<file path="config.mk">
export PLATFORM = sky130hd
export DESIGN_NAME = rfc_top
export DESIGN_NICKNAME = d
export VERILOG_FILES = /design/src/pkg/rfc_pkg.sv /design/src/rfc_buf.sv /design/src/rfc_framer.sv /design/src/rfc_top.sv
export VERILOG_INCLUDE_DIRS = /design/src /design/src/pkg
export SDC_FILE = /design/constraint.sdc
export NUM_CORES = 1
export LEC_CHECK = 0
export BUFFER_PORTS_ARGS = -buffer_cell sky130_fd_sc_hd__buf_2
export CAP_MARGIN = 25
export CORE_MARGIN = 8
export CORE_UTILIZATION = 59
export DETAILED_ROUTE_END_ITERATION = 10
export GPL_ROUTABILITY_DRIVEN = 0
export GPL_TIMING_DRIVEN = 0
export PLACE_DENSITY = 0.89
export SYNTH_ARGS = -nofsm -noshare
export SYNTH_HDL_FRONTEND = slang
export SYNTH_SLANG_ARGS = --single-unit
</file>
<file path="constraint.sdc">
create_clock -name pclk -period 2.6 [get_ports pclk]
set_input_delay 0.13 -clock pclk [delete_from_list [all_inputs] [get_ports pclk]]
set_output_delay 0.13 -clock pclk [all_outputs]
set_load 0.03 [all_outputs]
</file>
<file path="src/pkg/rfc_map.svh">
// Register map, field positions, reset values and constants of the block.
// Summary of operation
// - Each of the two ports has its own 8-bit control register, port 0 at 0x80 and port 1 at 0xC0.
// - Bit 6 set counts parity errors on received words; clear holds the counter at zero.
// - Bit 5 set stops acquisition once the receive buffer overflows.
// - In the framed build bit 4 set turns descrambling off, so framed data leaves still scrambled.
// - In the framed build the descramble-off bit matters only while framed capture is on and the framer is in frame.
// - In the Ethernet build bit 4 set bypasses the 8b/10b line decoder.
// - Bits 3:2 pick the source: 00 skips the onboard buffer, 01 uses it, 1x sends test data.
// - In the framed build bit 1 set lets line data through only while the framer is locked; test data (bits 3:2 = 1x) is not gated.
// - In the framed build, while framed capture is on, collected data is descrambled unless descrambling is off.
// - With bit 1 clear the raw line words are captured with no alignment or descrambling.
// - In the Ethernet build bit 1 set makes the block align the received words.
// - Software sets then clears bit 0, and the framer drops its lock and hunts again.
`ifndef RFC_MAP_SVH
`define RFC_MAP_SVH

`define RFC_P0_CTRL 8'h80
`define RFC_P1_CTRL 8'hC0
`define RFC_P0_STAT 8'hA0
`define RFC_P1_STAT 8'hE0
`define RFC_CTRL_RST 8'h00
`define RFC_CTRL_MASK 8'h7F
`define RFC_STAT_OVF_BIT 1
`define RFC_PCNT_W 16
`define RFC_FRAME_PATTERN 8'hF6
`define RFC_COMMA_PATTERN 8'hBC
`define RFC_SCR_SEED 7'h7F

`endif

</file>
<file path="src/pkg/rfc_pkg.sv">
// Types shared by the receive framing control modules.
`include "rfc_map.svh"
package rfc_pkg;

  typedef struct packed {
    logic reserved;
    logic parity_error_count_enable;
    logic halt_on_overflow;
    logic descramble_disable;
    logic [1:0] receive_data_source;
    logic framer_lock_enable;
    logic framer_relock;
  } rfc_ctrl_t;

  typedef struct packed {
    logic [7:0] data;
    logic parity;
  } rfc_line_t;

  typedef enum logic [1:0] {
    RFC_SEARCH = 2'b00,
    RFC_LOCKED = 2'b01,
    RFC_DROP = 2'b11
  } rfc_frm_state_t;

  typedef struct packed {
    rfc_frm_state_t state;
    logic [7:0] prev;
    logic [2:0] off;
    logic [6:0] lfsr;
    logic [7:0] word;
    logic wv;
  } rfc_frm_st_t;

  typedef struct packed {
    rfc_ctrl_t ctrl;
    rfc_line_t sync1;
    rfc_line_t sync2;
    logic [`RFC_PCNT_W-1:0] pcnt;
    logic ovf;
    logic halt;
    logic [7:0] tpat;
  } rfc_port_st_t;

  typedef struct packed {
    rfc_port_st_t [1:0] port;
    logic [31:0] rdata;
    logic err;
  } rfc_top_st_t;

endpackage : rfc_pkg

</file>
<file path="src/rfc_buf.sv">
// Two-entry elastic buffer with valid and ready on both sides.
module rfc_buf #(
  parameter int W = 8
) (
  // Clock and reset
  input wire logic pclk,
  input wire logic presetn,
  // Filling side
  input wire logic in_valid,
  output logic in_ready,
  input wire logic [W-1:0] in_data,
  // Draining side
  output logic out_valid,
  input wire logic out_ready,
  output logic [W-1:0] out_data
);
  typedef struct packed {
    logic [1:0][W-1:0] mem;
    logic wp;
    logic rp;
    logic [1:0] cnt;
  } rfc_buf_st_t;

  rfc_buf_st_t st_q, st_d;
  logic push, pop;

  assign in_ready = st_q.cnt != 2'h2;
  assign out_valid = st_q.cnt != 2'h0;
  assign out_data = st_q.mem[st_q.rp];

  always_comb begin
    st_d = st_q;
    push = in_valid && in_ready;
    pop = out_valid && out_ready;
    if (push) begin
      st_d.mem[st_q.wp] = in_data;
      st_d.wp = ~st_q.wp;
    end
    if (pop) begin
      st_d.rp = ~st_q.rp;
    end
    if (push && !pop) begin
      st_d.cnt = st_q.cnt + 2'h1;
    end else if (pop && !push) begin
      st_d.cnt = st_q.cnt - 2'h1;
    end
  end

  always_ff @(posedge pclk or negedge presetn) begin
    if (!presetn) begin
      st_q <= '0;
    end else begin
      st_q <= st_d;
    end
  end
endmodule : rfc_buf

</file>
<file path="src/rfc_framer.sv">
// Word aligner, framer lock and frame-synchronous descrambler for one port.
module rfc_framer import rfc_pkg::*; (
  // Clock and reset
  input wire logic pclk,
  input wire logic presetn,
  // Incoming words and controls
  input wire logic [7:0] cur,
  input wire logic [7:0] pattern,
  input wire logic relock,
  input wire logic desc_en,
  // Framed output
  output logic in_frame,
  output logic [7:0] word
);
  rfc_frm_st_t st_q, st_d;
  logic [15:0] win;
  logic [7:0] aligned;
  logic [14:0] scr;

  function automatic logic [14:0] scr_step(input logic [6:0] s);
    logic [6:0] r;
    logic [7:0] k;
    logic b;
    r = s;
    k = 8'h00;
    for (int i = 7; i >= 0; i--) begin
      b = r[6] ^ r[5];
      k[i] = b;
      r = {r[5:0], b};
    end
    return {k, r};
  endfunction : scr_step

  assign in_frame = st_q.wv;
  assign word = st_q.word;

  always_comb begin
    st_d = st_q;
    win = {st_q.prev, cur};
    aligned = win[st_q.off +: 8];
    scr = scr_step(st_q.lfsr);
    st_d.prev = cur;
    st_d.word = aligned;
    st_d.wv = (st_q.state == RFC_LOCKED) && !relock;
    case (st_q.state)
      RFC_SEARCH: begin
        for (int k = 7; k >= 0; k--) begin
          if (win[k +: 8] == pattern) begin
            st_d.off = 3'(k);
            st_d.state = RFC_LOCKED;
            st_d.lfsr = `RFC_SCR_SEED;
          end
        end
      end
      RFC_LOCKED: begin
        if (desc_en) begin
          st_d.word = aligned ^ scr[14:7];
        end
        st_d.lfsr = (aligned == pattern) ? `RFC_SCR_SEED : scr[6:0];
      end
      default: begin
      end
    endcase
    if (relock) begin
      st_d.state = RFC_DROP;
    end else if (st_q.state == RFC_DROP) begin
      st_d.state = RFC_SEARCH;
    end
  end

  always_ff @(posedge pclk or negedge presetn) begin
    if (!presetn) begin
      st_q <= '0;
    end else begin
      st_q <= st_d;
    end
  end
endmodule : rfc_framer

</file>
<file path="src/rfc_top.sv">
// Two-port receive framing control with its APB register slave.
module rfc_top import rfc_pkg::*; #(
  parameter bit ETH_BUILD = 1'b0
) (
  // Clock and reset
  input wire logic pclk,
  input wire logic presetn,
  // APB slave
  input wire logic [7:0] paddr,
  input wire logic psel,
  input wire logic penable,
  input wire logic pwrite,
  input wire logic [31:0] pwdata,
  output logic [31:0] prdata,
  output logic pready,
  output logic pslverr,
  // Line words from the transceivers, one per port
  input wire rfc_line_t [1:0] line_in,
  // Captured data toward the host path
  output logic [1:0] cap_valid,
  input wire logic [1:0] cap_ready,
  output logic [1:0][7:0] cap_data,
  // Steering of the onboard buffer and the line decoder
  output logic [1:0] onboard_buffer_sel,
  output logic [1:0] line_decoder_bypass
);
  rfc_top_st_t st_q, st_d;
  logic [2:0] dec_s;
  logic [2:0] dec_a;
  logic [1:0] perr;
  logic [1:0] acq_valid;
  logic [1:0][7:0] acq_data;
  logic [1:0] buf_ready;
  logic [1:0] desc_en;
  logic [1:0] frm_lock;
  logic [1:0][7:0] frm_word;
  logic [7:0] pattern;

  // Returns {hit, port, status} for a register address.
  function automatic logic [2:0] addr_dec(input logic [7:0] a);
    case (a)
      `RFC_P0_CTRL: return 3'b100;
      `RFC_P1_CTRL: return 3'b110;
      `RFC_P0_STAT: return 3'b101;
      `RFC_P1_STAT: return 3'b111;
      default: return 3'b000;
    endcase
  endfunction : addr_dec

  function automatic logic [31:0] stat_word(input rfc_port_st_t p,
                                            input logic lock);
    return {p.pcnt, 13'h0000, p.halt, p.ovf, lock};
  endfunction : stat_word

  // Framed build hunts for the framing byte, Ethernet build for the comma.
  assign pattern = ETH_BUILD ? `RFC_COMMA_PATTERN : `RFC_FRAME_PATTERN;

  assign pready = 1'b1;
  assign prdata = st_q.rdata;
  assign pslverr = st_q.err;

  // Source selection, framer gating and descrambler enable per port.
  always_comb begin
    for (int p = 0; p < 2; p++) begin
      perr[p] = ^{st_q.port[p].sync2.data, st_q.port[p].sync2.parity};
      desc_en[p] = !ETH_BUILD && st_q.port[p].ctrl.framer_lock_enable
                   && !st_q.port[p].ctrl.descramble_disable;
      onboard_buffer_sel[p] =
        st_q.port[p].ctrl.receive_data_source == 2'b01;
      line_decoder_bypass[p] =
        ETH_BUILD && st_q.port[p].ctrl.descramble_disable;
      if (st_q.port[p].ctrl.receive_data_source[1]) begin
        acq_valid[p] = !st_q.port[p].halt;
        acq_data[p] = st_q.port[p].tpat;
      end else if (st_q.port[p].ctrl.framer_lock_enable) begin
        acq_valid[p] = !st_q.port[p].halt && frm_lock[p];
        acq_data[p] = frm_word[p];
      end else begin
        acq_valid[p] = !st_q.port[p].halt;
        acq_data[p] = st_q.port[p].sync2.data;
      end
    end
  end

  always_comb begin
    st_d = st_q;
    dec_s = addr_dec(paddr);
    dec_a = dec_s;
    if (psel && !penable) begin
      st_d.err = !dec_s[2];
      st_d.rdata = 32'h0000_0000;
      if (dec_s[2] && !dec_s[0]) begin
        st_d.rdata = {24'h00_0000, st_q.port[dec_s[1]].ctrl};
      end else if (dec_s[2]) begin
        st_d.rdata = stat_word(st_q.port[dec_s[1]], frm_lock[dec_s[1]]);
      end
    end
    for (int p = 0; p < 2; p++) begin
      st_d.port[p].sync1 = line_in[p];
      st_d.port[p].sync2 = st_q.port[p].sync1;
      if (!st_q.port[p].ctrl.parity_error_count_enable) begin
        st_d.port[p].pcnt = '0;
      end else if (perr[p] && st_q.port[p].pcnt != '1) begin
        st_d.port[p].pcnt = st_q.port[p].pcnt + 16'h0001;
      end
      if (acq_valid[p] && buf_ready[p]
          && st_q.port[p].ctrl.receive_data_source[1]) begin
        st_d.port[p].tpat = st_q.port[p].tpat + 8'h01;
      end
      if (psel && penable && pwrite && dec_a[2] && dec_a[1] == 1'(p)) begin
        if (!dec_a[0]) begin
          st_d.port[p].ctrl = pwdata[7:0] & `RFC_CTRL_MASK;
        end else if (pwdata[`RFC_STAT_OVF_BIT]) begin
          st_d.port[p].ovf = 1'b0;
        end
      end
      if (!st_q.port[p].ctrl.halt_on_overflow) begin
        st_d.port[p].halt = 1'b0;
      end
      if (acq_valid[p] && !buf_ready[p]) begin
        st_d.port[p].ovf = 1'b1;
        if (st_q.port[p].ctrl.halt_on_overflow) begin
          st_d.port[p].halt = 1'b1;
        end
      end
    end
  end

  always_ff @(posedge pclk or negedge presetn) begin
    if (!presetn) begin
      st_q <= '0;
      st_q.port[0].ctrl <= `RFC_CTRL_RST;
      st_q.port[1].ctrl <= `RFC_CTRL_RST;
    end else begin
      st_q <= st_d;
    end
  end

  for (genvar g = 0; g < 2; g++) begin : g_port
    rfc_framer u_framer (
      .pclk(pclk),
      .presetn(presetn),
      .cur(st_q.port[g].sync2.data),
      .pattern(pattern),
      .relock(st_q.port[g].ctrl.framer_relock),
      .desc_en(desc_en[g]),
      .in_frame(frm_lock[g]),
      .word(frm_word[g])
    );

    rfc_buf #(
      .W(8)
    ) u_buf (
      .pclk(pclk),
      .presetn(presetn),
      .in_valid(acq_valid[g]),
      .in_ready(buf_ready[g]),
      .in_data(acq_data[g]),
      .out_valid(cap_valid[g]),
      .out_ready(cap_ready[g]),
      .out_data(cap_data[g])
    );
  end
endmodule : rfc_top

</file>
* Word level (Yosys, flattened, before mapping)
Index checks and enable logic that the tools add are counted.
** Storage, ports and cells
- Output and inout port bits :: 56
- Input bits :: 65
- Flip-flop bits (word level) :: 233
** Cells by class
- Bitwise logic cells :: 24
- Magnitude comparators :: 7
- Reduce and logical (&&, ||, !) cells :: 76
- Eq/ne operators :: 36
- Shift operators :: 2
- Add/sub/neg operators :: 8
- Multiplexer cells :: 89
** Operator list (count)
- 8-bit == test (second input constant) :: 22
- 10-bit 2-to-1 mux :: 16
- 8-bit 2-to-1 mux :: 14
- 16-bit 2-to-1 mux :: 4
- 32-bit 2-to-1 mux :: 2
- 2-bit 2-to-1 mux :: 28
- 52-bit 2-to-1 mux :: 1
- 51-bit 2-to-1 mux :: 1
- 16-bit by 1-bit adder with 16-bit output (second input constant) :: 2
- 16-bit bitwise mux :: 2
- 16-bit != test (second input constant) :: 2
- 16-bit by 4-bit variable part select with 8-bit output :: 2
- 1-bit logical AND :: 29
- 7-bit case mux with 2 select lines :: 2
- 2-bit nonzero test :: 12
- 10-bit nonzero test :: 2
- 9-bit by 1-bit != test with 1-bit output (second input constant) :: 2
- 9-bit XOR reduction :: 2
- 8-bit by 1-bit adder with 8-bit output (second input constant) :: 2
- 8-bit demux with 1-bit select :: 2
- 2-bit AND reduction :: 8
- 8-bit nonzero test :: 2
- 1-bit bitwise XOR :: 16
- 8-bit bitwise XOR :: 2
- 16 further kinds :: 65

* Longest topological paths before layout
Gate-level depths: netlist of run 1.
- Word-level depth :: 12
- Depth in mapped cells :: 8

* By module
Synthesis of run 1 repeated with hierarchy kept, for this count alone.
** Second synthesis, totals
- Cell total of the unflattened synthesis :: 1164
- Area, all modules :: 13112.6 µm²
** By module, submodules not included
- rfc_top :: cells an instance 576, instances 1, seq. area each 3153.0 µm², area an instance 6281.0 µm²
- rfc_framer :: cells an instance 234, instances 2, seq. area each 700.7 µm², area an instance 2446.1 µm²
- rfc_buf :: cells an instance 60, instances 2, seq. area each 500.5 µm², area an instance 969.7 µm²

* Worst setup path before layout of run 1
OpenSTA, ideal clock, no wires.
- Path type :: register to register
- Start :: register st_q[117] in the netlist's numbering
- End :: register st_q[104] in the netlist's numbering
- Slack :: 0.223 ns
- Cell stages (with the launch flop) :: 9
- Path buffers :: 1
- Arrival :: 2.297 ns
- Cells stage by stage :: dfrtp_1 > inv_1 > ha_1 > xnor2_1 > xnor3_2 > or2_1 > buf_2 > nor4_1 > mux2i_1
** Between the ends
- Cells in the longest elaborated chain, start to end :: 3
** Ends and longest elaborated chain
- start, declared :: line rfc_top.sv:27 : rfc_top_st_t st_q, st_d;
- start signal, assigned :: line rfc_top.sv:135 : st_q <= st_d;
- 9-bit XOR reduction :: line rfc_top.sv:65 : perr[p] = ^{st_q.port[p].sync2.data, st_q.port[p].sync2.parity};
- 1-bit logical AND :: line rfc_top.sv:103 : end else if (perr[p] && st_q.port[p].pcnt != '1) begin
- 2-bit by 1-bit != test with 1-bit output (no source line)
Every way passes these cells.
A chain may end at the register's enable or synchronous reset.

* Final worst setup path of run 1
- Start :: register st_q[115] in the netlist's numbering
- End :: register st_q[102] in the netlist's numbering
The elaborated chain is that of the path after synthesis.

==> run metrics, run 1 <==
total global-route track usage 22.0%; top cells by area, synth dfrtp_1, mux2_2, mux2i_1; die area roughly 0.024 mm^2; clock skew ~8.1 ps; Via Count about 8600; Starting Density 59.4%; ys flop type dfrtp_1; layout net count 1279; Clock Pin Slew Worst Setup and Hold Paths ~60 ps; mapped cell area 0.0114 mm^2; critical path class reg -> reg; sequential area share after synthesis roughly half; Antenna Nets Post-Route 0; yosys synthesis warning count 0; Root Driver clkbuf_16; largest net degree at the start of global routing between 100 and 150; pwr dens 976 mW/mm^2; fmax about 0.4 GHz; filler cell count around 1300; Avg WL per Cell 18.1 um; fin area 0.0135 mm^2; Clock Latency Late Sink ~510 ps; gr ovfl total 0; first-pass GRT wire length 43700 um; Clock Path Buffers 3; total routed wirelength 26700 um; # clock sinks approximately 220; crit path DAT 2870 ps; mux contribution to synthesized area between 15 and 20%; core area 0.0193 mm^2; Max-slew headroom about a third; largest family of logic cells by synthesized area multiplexers; IO Pins around 120; crit start category register; area share of fa/ha/maj cells after synthesis under 10%; Leak 6.13 nW; Final Hold Viols 0; number of H-tree levels 1; Yosys cell types between 70 and 80; CP Max Fanout 10; Peak supply drop 0.482 mV; Max Slew Vio Count 0; Reg power frac 36.6%; diode count 0; detailed router's first-iteration violation count ~560; Net Sw Frac 34.4%; cts bufs inserted 24; Sw Pwr 4.53 mW; initial antenna violation count 1; hold_ws approximately 130 ps; post-synthesis compound-gate area fraction 9.11%; row count a little over 50; Post-Syn Area per Cell 11.0 um^2; post-synthesis async set-or-reset flop share 100%; setup violators final 0; Cell Int Power 8.64 mW; layout cell share with drive strength beyond 1 a little under a quarter; most frequent cells after synthesis dfrtp_1, nand2_1, mux2i_1; vias in the first global route 8709; cell taking the most area after synthesis dfrtp_1; detailed placement HPWL ~18000 um; fin crit share 96.2%; Tightest Pin Transition 979 ps; area share of and/or/nand/nor cells after synthesis 13.1%; Crit. End Element register; DRC viols 0; synthesis-to-layout area growth 17.8%; Placement Cell Area between 0.01 and 0.015 mm^2; port buffer count slightly above 80; vias per cell 5.83; Final WS setup 97.9 ps; crit path time final approximately 2500 ps; top-count cell post-synth dfrtp_1; Comb power frac 35.3%; reg2reg setup slack 100 ps; Post-Synth XOR/XNOR Area 6.20%; flops & latches, synth 222; first drt pass iteration count 5; die width roughly 160 um; hold crit path type in -> reg; synthesized instance count 1044; worst path required time 2970 ps; area share of the largest cell type after synthesis 48.5%; EDFF count, synth 0; Die Ht 155 um; Setup WS pre-CTS -165 ps; max_cap viols 0; Clk pwr share 28.0%; status completed; CTS tree yes
==> worst max-delay path: stages, from the launching register on <==
cell and delay (ps):
dfrtp_2 400, inv_1 60, ha_1 300, xnor2_1 210, xnor3_2 400, or2_1 290
buf_2 200, o311ai_0 350, o41ai_1 130
==> placed cells by master (no fill, tap or decap), types with 5 or more instances in the layout <==
master         Yosys  layout
or2_2              5       5
conb_1             2      12
a22o_1             5       5
ha_1              18      18
a211oi_1           8       8
xnor2_1           38      38
dlygate4sd3_1      0      28
mux2_1             7       7
mux2_2            64      64
a31oi_1            5       5
inv_1             47      47
o21ai_0           49      49
buf_4             37      43
dfrtp_2            0       9
nand4_1           11      11
nand4b_1           7       7
nor3_1             5       5
nor2b_1           11      11
a21oi_1           24      23
nand2_1           95      95
or3_1              7       7
mux2i_1           70      70
mux4_2            12      12
o22ai_1            8       8
dfrtp_1          222     213
buf_2              6      86
nor3b_1            9       9
xor2_1            35      35
and2_1             7       7
and3_1             9       9
clkbuf_16          0      25
nand3_1           29      29
bufinv_16          0       5
nor2_1            47      47
a22oi_1           15      15
nand2b_1          14      14
nor4_1             8       7
clkbuf_1          37      40
==> worst paths after layout <==
| path | from | cells after the start | to |
|---|---|---|---|
| worst max-delay path | st_q[115] | 8 | st_q[102] |
| worst max register to register | st_q[115] | 8 | st_q[102] |
| min in group asynchronous | presetn | 2 | st_d[116] |
| worst min-delay path | paddr[6] | 3 | st_q[94] |
| worst min register to register | st_d[117] | 0 | st_q[117] |
| max in group asynchronous | presetn | 3 | g_port[0].u_framer.word[2] |
==> area by class of cell <==
cell class                      count  area, um^2  share of cell area, %
Tap cell                          265         332                   2.46
Clock inverter                     13         203                   1.50
Clock buffer                       30         664                   4.93
Multi-Input combinational cell    702        5310                   39.4
Timing Repair Buffer              116         768                   5.70
Sequential cell                   222        5570                   41.3
Inverter                           48         180                   1.34
Buffer                             82         462                   3.42
==> stage by stage <==
stage	utilization (%)	power (mW)	TNS, ps	cells
finish	70.0	13.2	0	1478
global route	70.0	13.8	-5.40	1478
CTS	69.7	13.2	0	1473
detailed placement	63.6	9.31	-648	1401
global placement	63.4	9.08	-497230	1400
floorplan	-	8.26	0	1054
==> cell families after synthesis <==
kind of cell,count (synthesis)
AO/OA/AOI/OAI,156
XOR/XNOR,76
adder cells (fa/ha/maj),18
buffers and inverters,130
flip-flops,222
multiplexers,153
other,2
AND/OR/NAND/NOR,287
==> power by group through the flow <==
stage / clock network (mW) / logic [mW] / registers, mW
after floorplan: 0 / 3.58 / 4.68
after global placement: 0 / 4.27 / 4.80
after detailed placement: 0 / 4.44 / 4.87
after CTS: 3.74 / 4.59 / 4.82
after global routing: 3.88 / 5.02 / 4.91
final: 3.69 / 4.65 / 4.83
==> flip-flops by register name (all words and copies together), names as in the netlist <==
signal,count
g_port.u_buf.st_q,40
g_port.u_framer.in_frame,2
g_port.u_framer.st_q,38
g_port.u_framer.word,16
prdata,23
pslverr,1
st_d,18
st_q,84
==> what timing repair did <==
action,CTS,global route
setup buffers,1,4
endpoints found under the setup margin,11,16
gates resized for setup,9,4
hold buffers,28,0
pin swaps,0,1
endpoints found under the hold margin,135,0
==> routing by layer <==
metal | share of wire, % | vias up | track usage [%] | wire length, um
met5 | 0.049 | - | 0 | 13
met4 | 3.7 | 2 | 9.10 | 989
met3 | 7.1 | 78 | 3.77 | 1900
met2 | 49 | 375 | 36.3 | 13000
met1 | 41 | 4222 | 28.3 | 10800
li1 | - | 3946 | - | -
Power figures use the tool's default switching activity.
==> run 2: changes to the inputs <==
Settings changed: MAX_ROUTING_LAYER set to met4.
==> run metrics, run 2 (synthesized netlist as in run 1, its figures left out) <==
most frequent cells in the layout dfrtp_1, nand2_1, buf_2; Comb power frac 35.4% (about the same); number of H-tree levels 1 (unchanged); hold crit path type in -> reg; die area 0.0241 mm^2 (unchanged); fin crit share 96.4% (+0.15 points); reg2reg setup slack 90 ps (about the same); synthesis-to-layout area growth 17.8% (about the same); status completed; Max-slew headroom 37.0% (+2.8 points); detailed placement HPWL 17900 um (unchanged); vias per cell 5.86 (+0.48%); Peak supply drop 0.481 mV (about the same); hold path depth 3 (unchanged); Clk pwr share 28.0% (about the same); die width 155 um (unchanged); Setup WS pre-CTS -165 ps (unchanged); r2r startpoint st_q[115]; Clock Path Buffers 3 (unchanged); WL met2 13000 um (+0.12%); hold_ws 120 ps (-9.26 ps); Leak 6.13 nW (about the same); core area 0.0193 mm^2 (unchanged); IO Pins 121 (unchanged); layout cell share with drive strength beyond 1 22.8% (unchanged); total power 13.2 mW (about the same); final cell count without fillers 1479 (+0.068%); largest net degree at the start of global routing 124 (unchanged); layout net count 1279 (unchanged); most common cell after layout, fill and taps aside dfrtp_1; Antenna Nets Post-Route 0 (unchanged); Largest register FFs 84 (unchanged); first-pass GRT wire length 43700 um (about the same); Die Ht 155 um (unchanged); CP Cell Sequence inv_1 -> ha_1 -> xnor2_1 -> xnor3_2 -> or2_1 -> buf_2 -> o311ai_0 -> o41ai_1; row count 51 (unchanged); critical path's largest stage delay 400 ps (about the same); placed insts 1401 (unchanged); first drt pass iteration count 5 (unchanged); port buffer count 81 (unchanged); total routed wirelength 26700 um (about the same); hold endpoint st_q[94]; Setup Total Neg Slack 0 ps (unchanged); CP Max Fanout 10 (unchanged); Crit. End Element register; fmax 0.399 GHz (-0.16%); Final WS setup 94.0 ps (-3.91 ps); CTS tree yes; cts bufs inserted 24 (unchanged); crit path time final 2510 ps (+3.91 ps); critical path class reg -> reg; Via Count 8670 (+0.55%); Max Used Layer met4; crit path DAT 2880 ps (about the same); gr ovfl total 0 (unchanged); max_cap viols 0 (unchanged); Max Slew Vio Count 0 (unchanged); Sw Pwr 4.54 mW (about the same); worst path required time 2970 ps (about the same); routed wl met3 1750 um (-8.1%); setup violators final 0 (unchanged); Final Hold Viols 0 (unchanged); Starting Density 59.4% (unchanged); Met1 Wirelength 10900 um (+1.1%); initial antenna violation count 1 (unchanged); DRC viols 0 (unchanged); Biggest register st_q; Avg WL per Cell 18.1 um (about the same); Clock Pin Slew Worst Setup and Hold Paths 60 ps (about the same); Worst path slowest cell dfrtp_2; Net Sw Frac 34.4% (about the same); clock skew 7.74 ps (-0.319 ps); hold path start paddr[6]; Root Driver clkbuf_16; Cell Int Power 8.64 mW (about the same); # clock sinks 222 (unchanged); Worst R2R End st_q[102]; top flop regs st_q x84, g_port.u_buf.st_q x40, g_port.u_framer.st_q x38; pwr dens 976 mW/mm^2 (about the same); Tightest Pin Transition 938 ps (-41.5 ps); Clock Latency Late Sink 510 ps (about the same); Reg power frac 36.6% (about the same); detailed router's first-iteration violation count 531 (-5.3%); worst reg-to-reg path cell count 8 (unchanged); total global-route track usage 22.6% (+0.64 points); vias in the first global route 8704 (-0.057%); crit start category register
run 2: changes by cell type in the layout (fill, tap and decap cells not counted):
cell	before	now
diode_2	0	1
run 2: timing repair:
action,CTS,global route
buffers inserted,1,4
endpoints found under the setup margin,11,16
pin swaps,0,1
resized for setup,9,4
hold endpoints to repair,135,0
hold buffers,28,0
run 2: worst max-delay path by stage:
| stage | startpoint | endpoint | slack, ps | cells past startpoint |
|---|---|---|---|---|
| final | st_q[115] | st_q[102] | 90 | 8 |
| after global routing | st_q[115] | st_q[98] | -5 | 8 |
| after CTS | st_q[118] | st_q[102] | 10 | 7 |
| after detailed placement | st_q[117] | st_q[104] | -170 | 8 |
| after global placement | presetn | g_port[0].u_buf.st_q[18] | -2260 | 1 |
| after floorplan | st_q[117] | st_q[104] | 220 | 8 |
run 2: final cells by class:
cell class,instances,area [um^2]
clock inverter,13,203
inverter,48,180
clock buffer,30,664
tap,265,332
fill,1334,5780
buffer,82,462
antenna,1,2.50
multi-input combinational,702,5310
sequential,222,5570
timing repair buffer,116,768
run 2: stage by stage:
step,utilization (%),cell area (um^2)
finish,70.0,13500
global route,70.0,13500
CTS,69.7,13400
detailed placement,63.6,12300
global placement,63.4,12200
floorplan,-,11500
run 2: worst max-delay path, delay by kind of cell, from the launching register on:
family / cells / cell delay (ps)
AO/OA/AOI/OAI: 2 / 480
adder cells (fa/ha/maj): 1 / 300
AND/OR/NAND/NOR: 1 / 290
XOR/XNOR: 2 / 610
buffers and inverters: 2 / 260
flip-flops: 1 / 400
run 2: routing by layer:
layer	GRT usage, %	up-vias
met4	9.24	0
met3	3.63	79
met5	-	-
li1	-	3948
met1	28.5	4277
met2	36.2	366
run 2: power groups by stage:
stage	Combinational, mW	Clock, mW	Sequential, mW
after CTS	4.59	3.74	4.82
after global routing	5.02	3.88	4.91
after global placement	4.27	0	4.80
final	4.66	3.69	4.83
after floorplan	3.58	0	4.68
after detailed placement	4.44	0	4.87
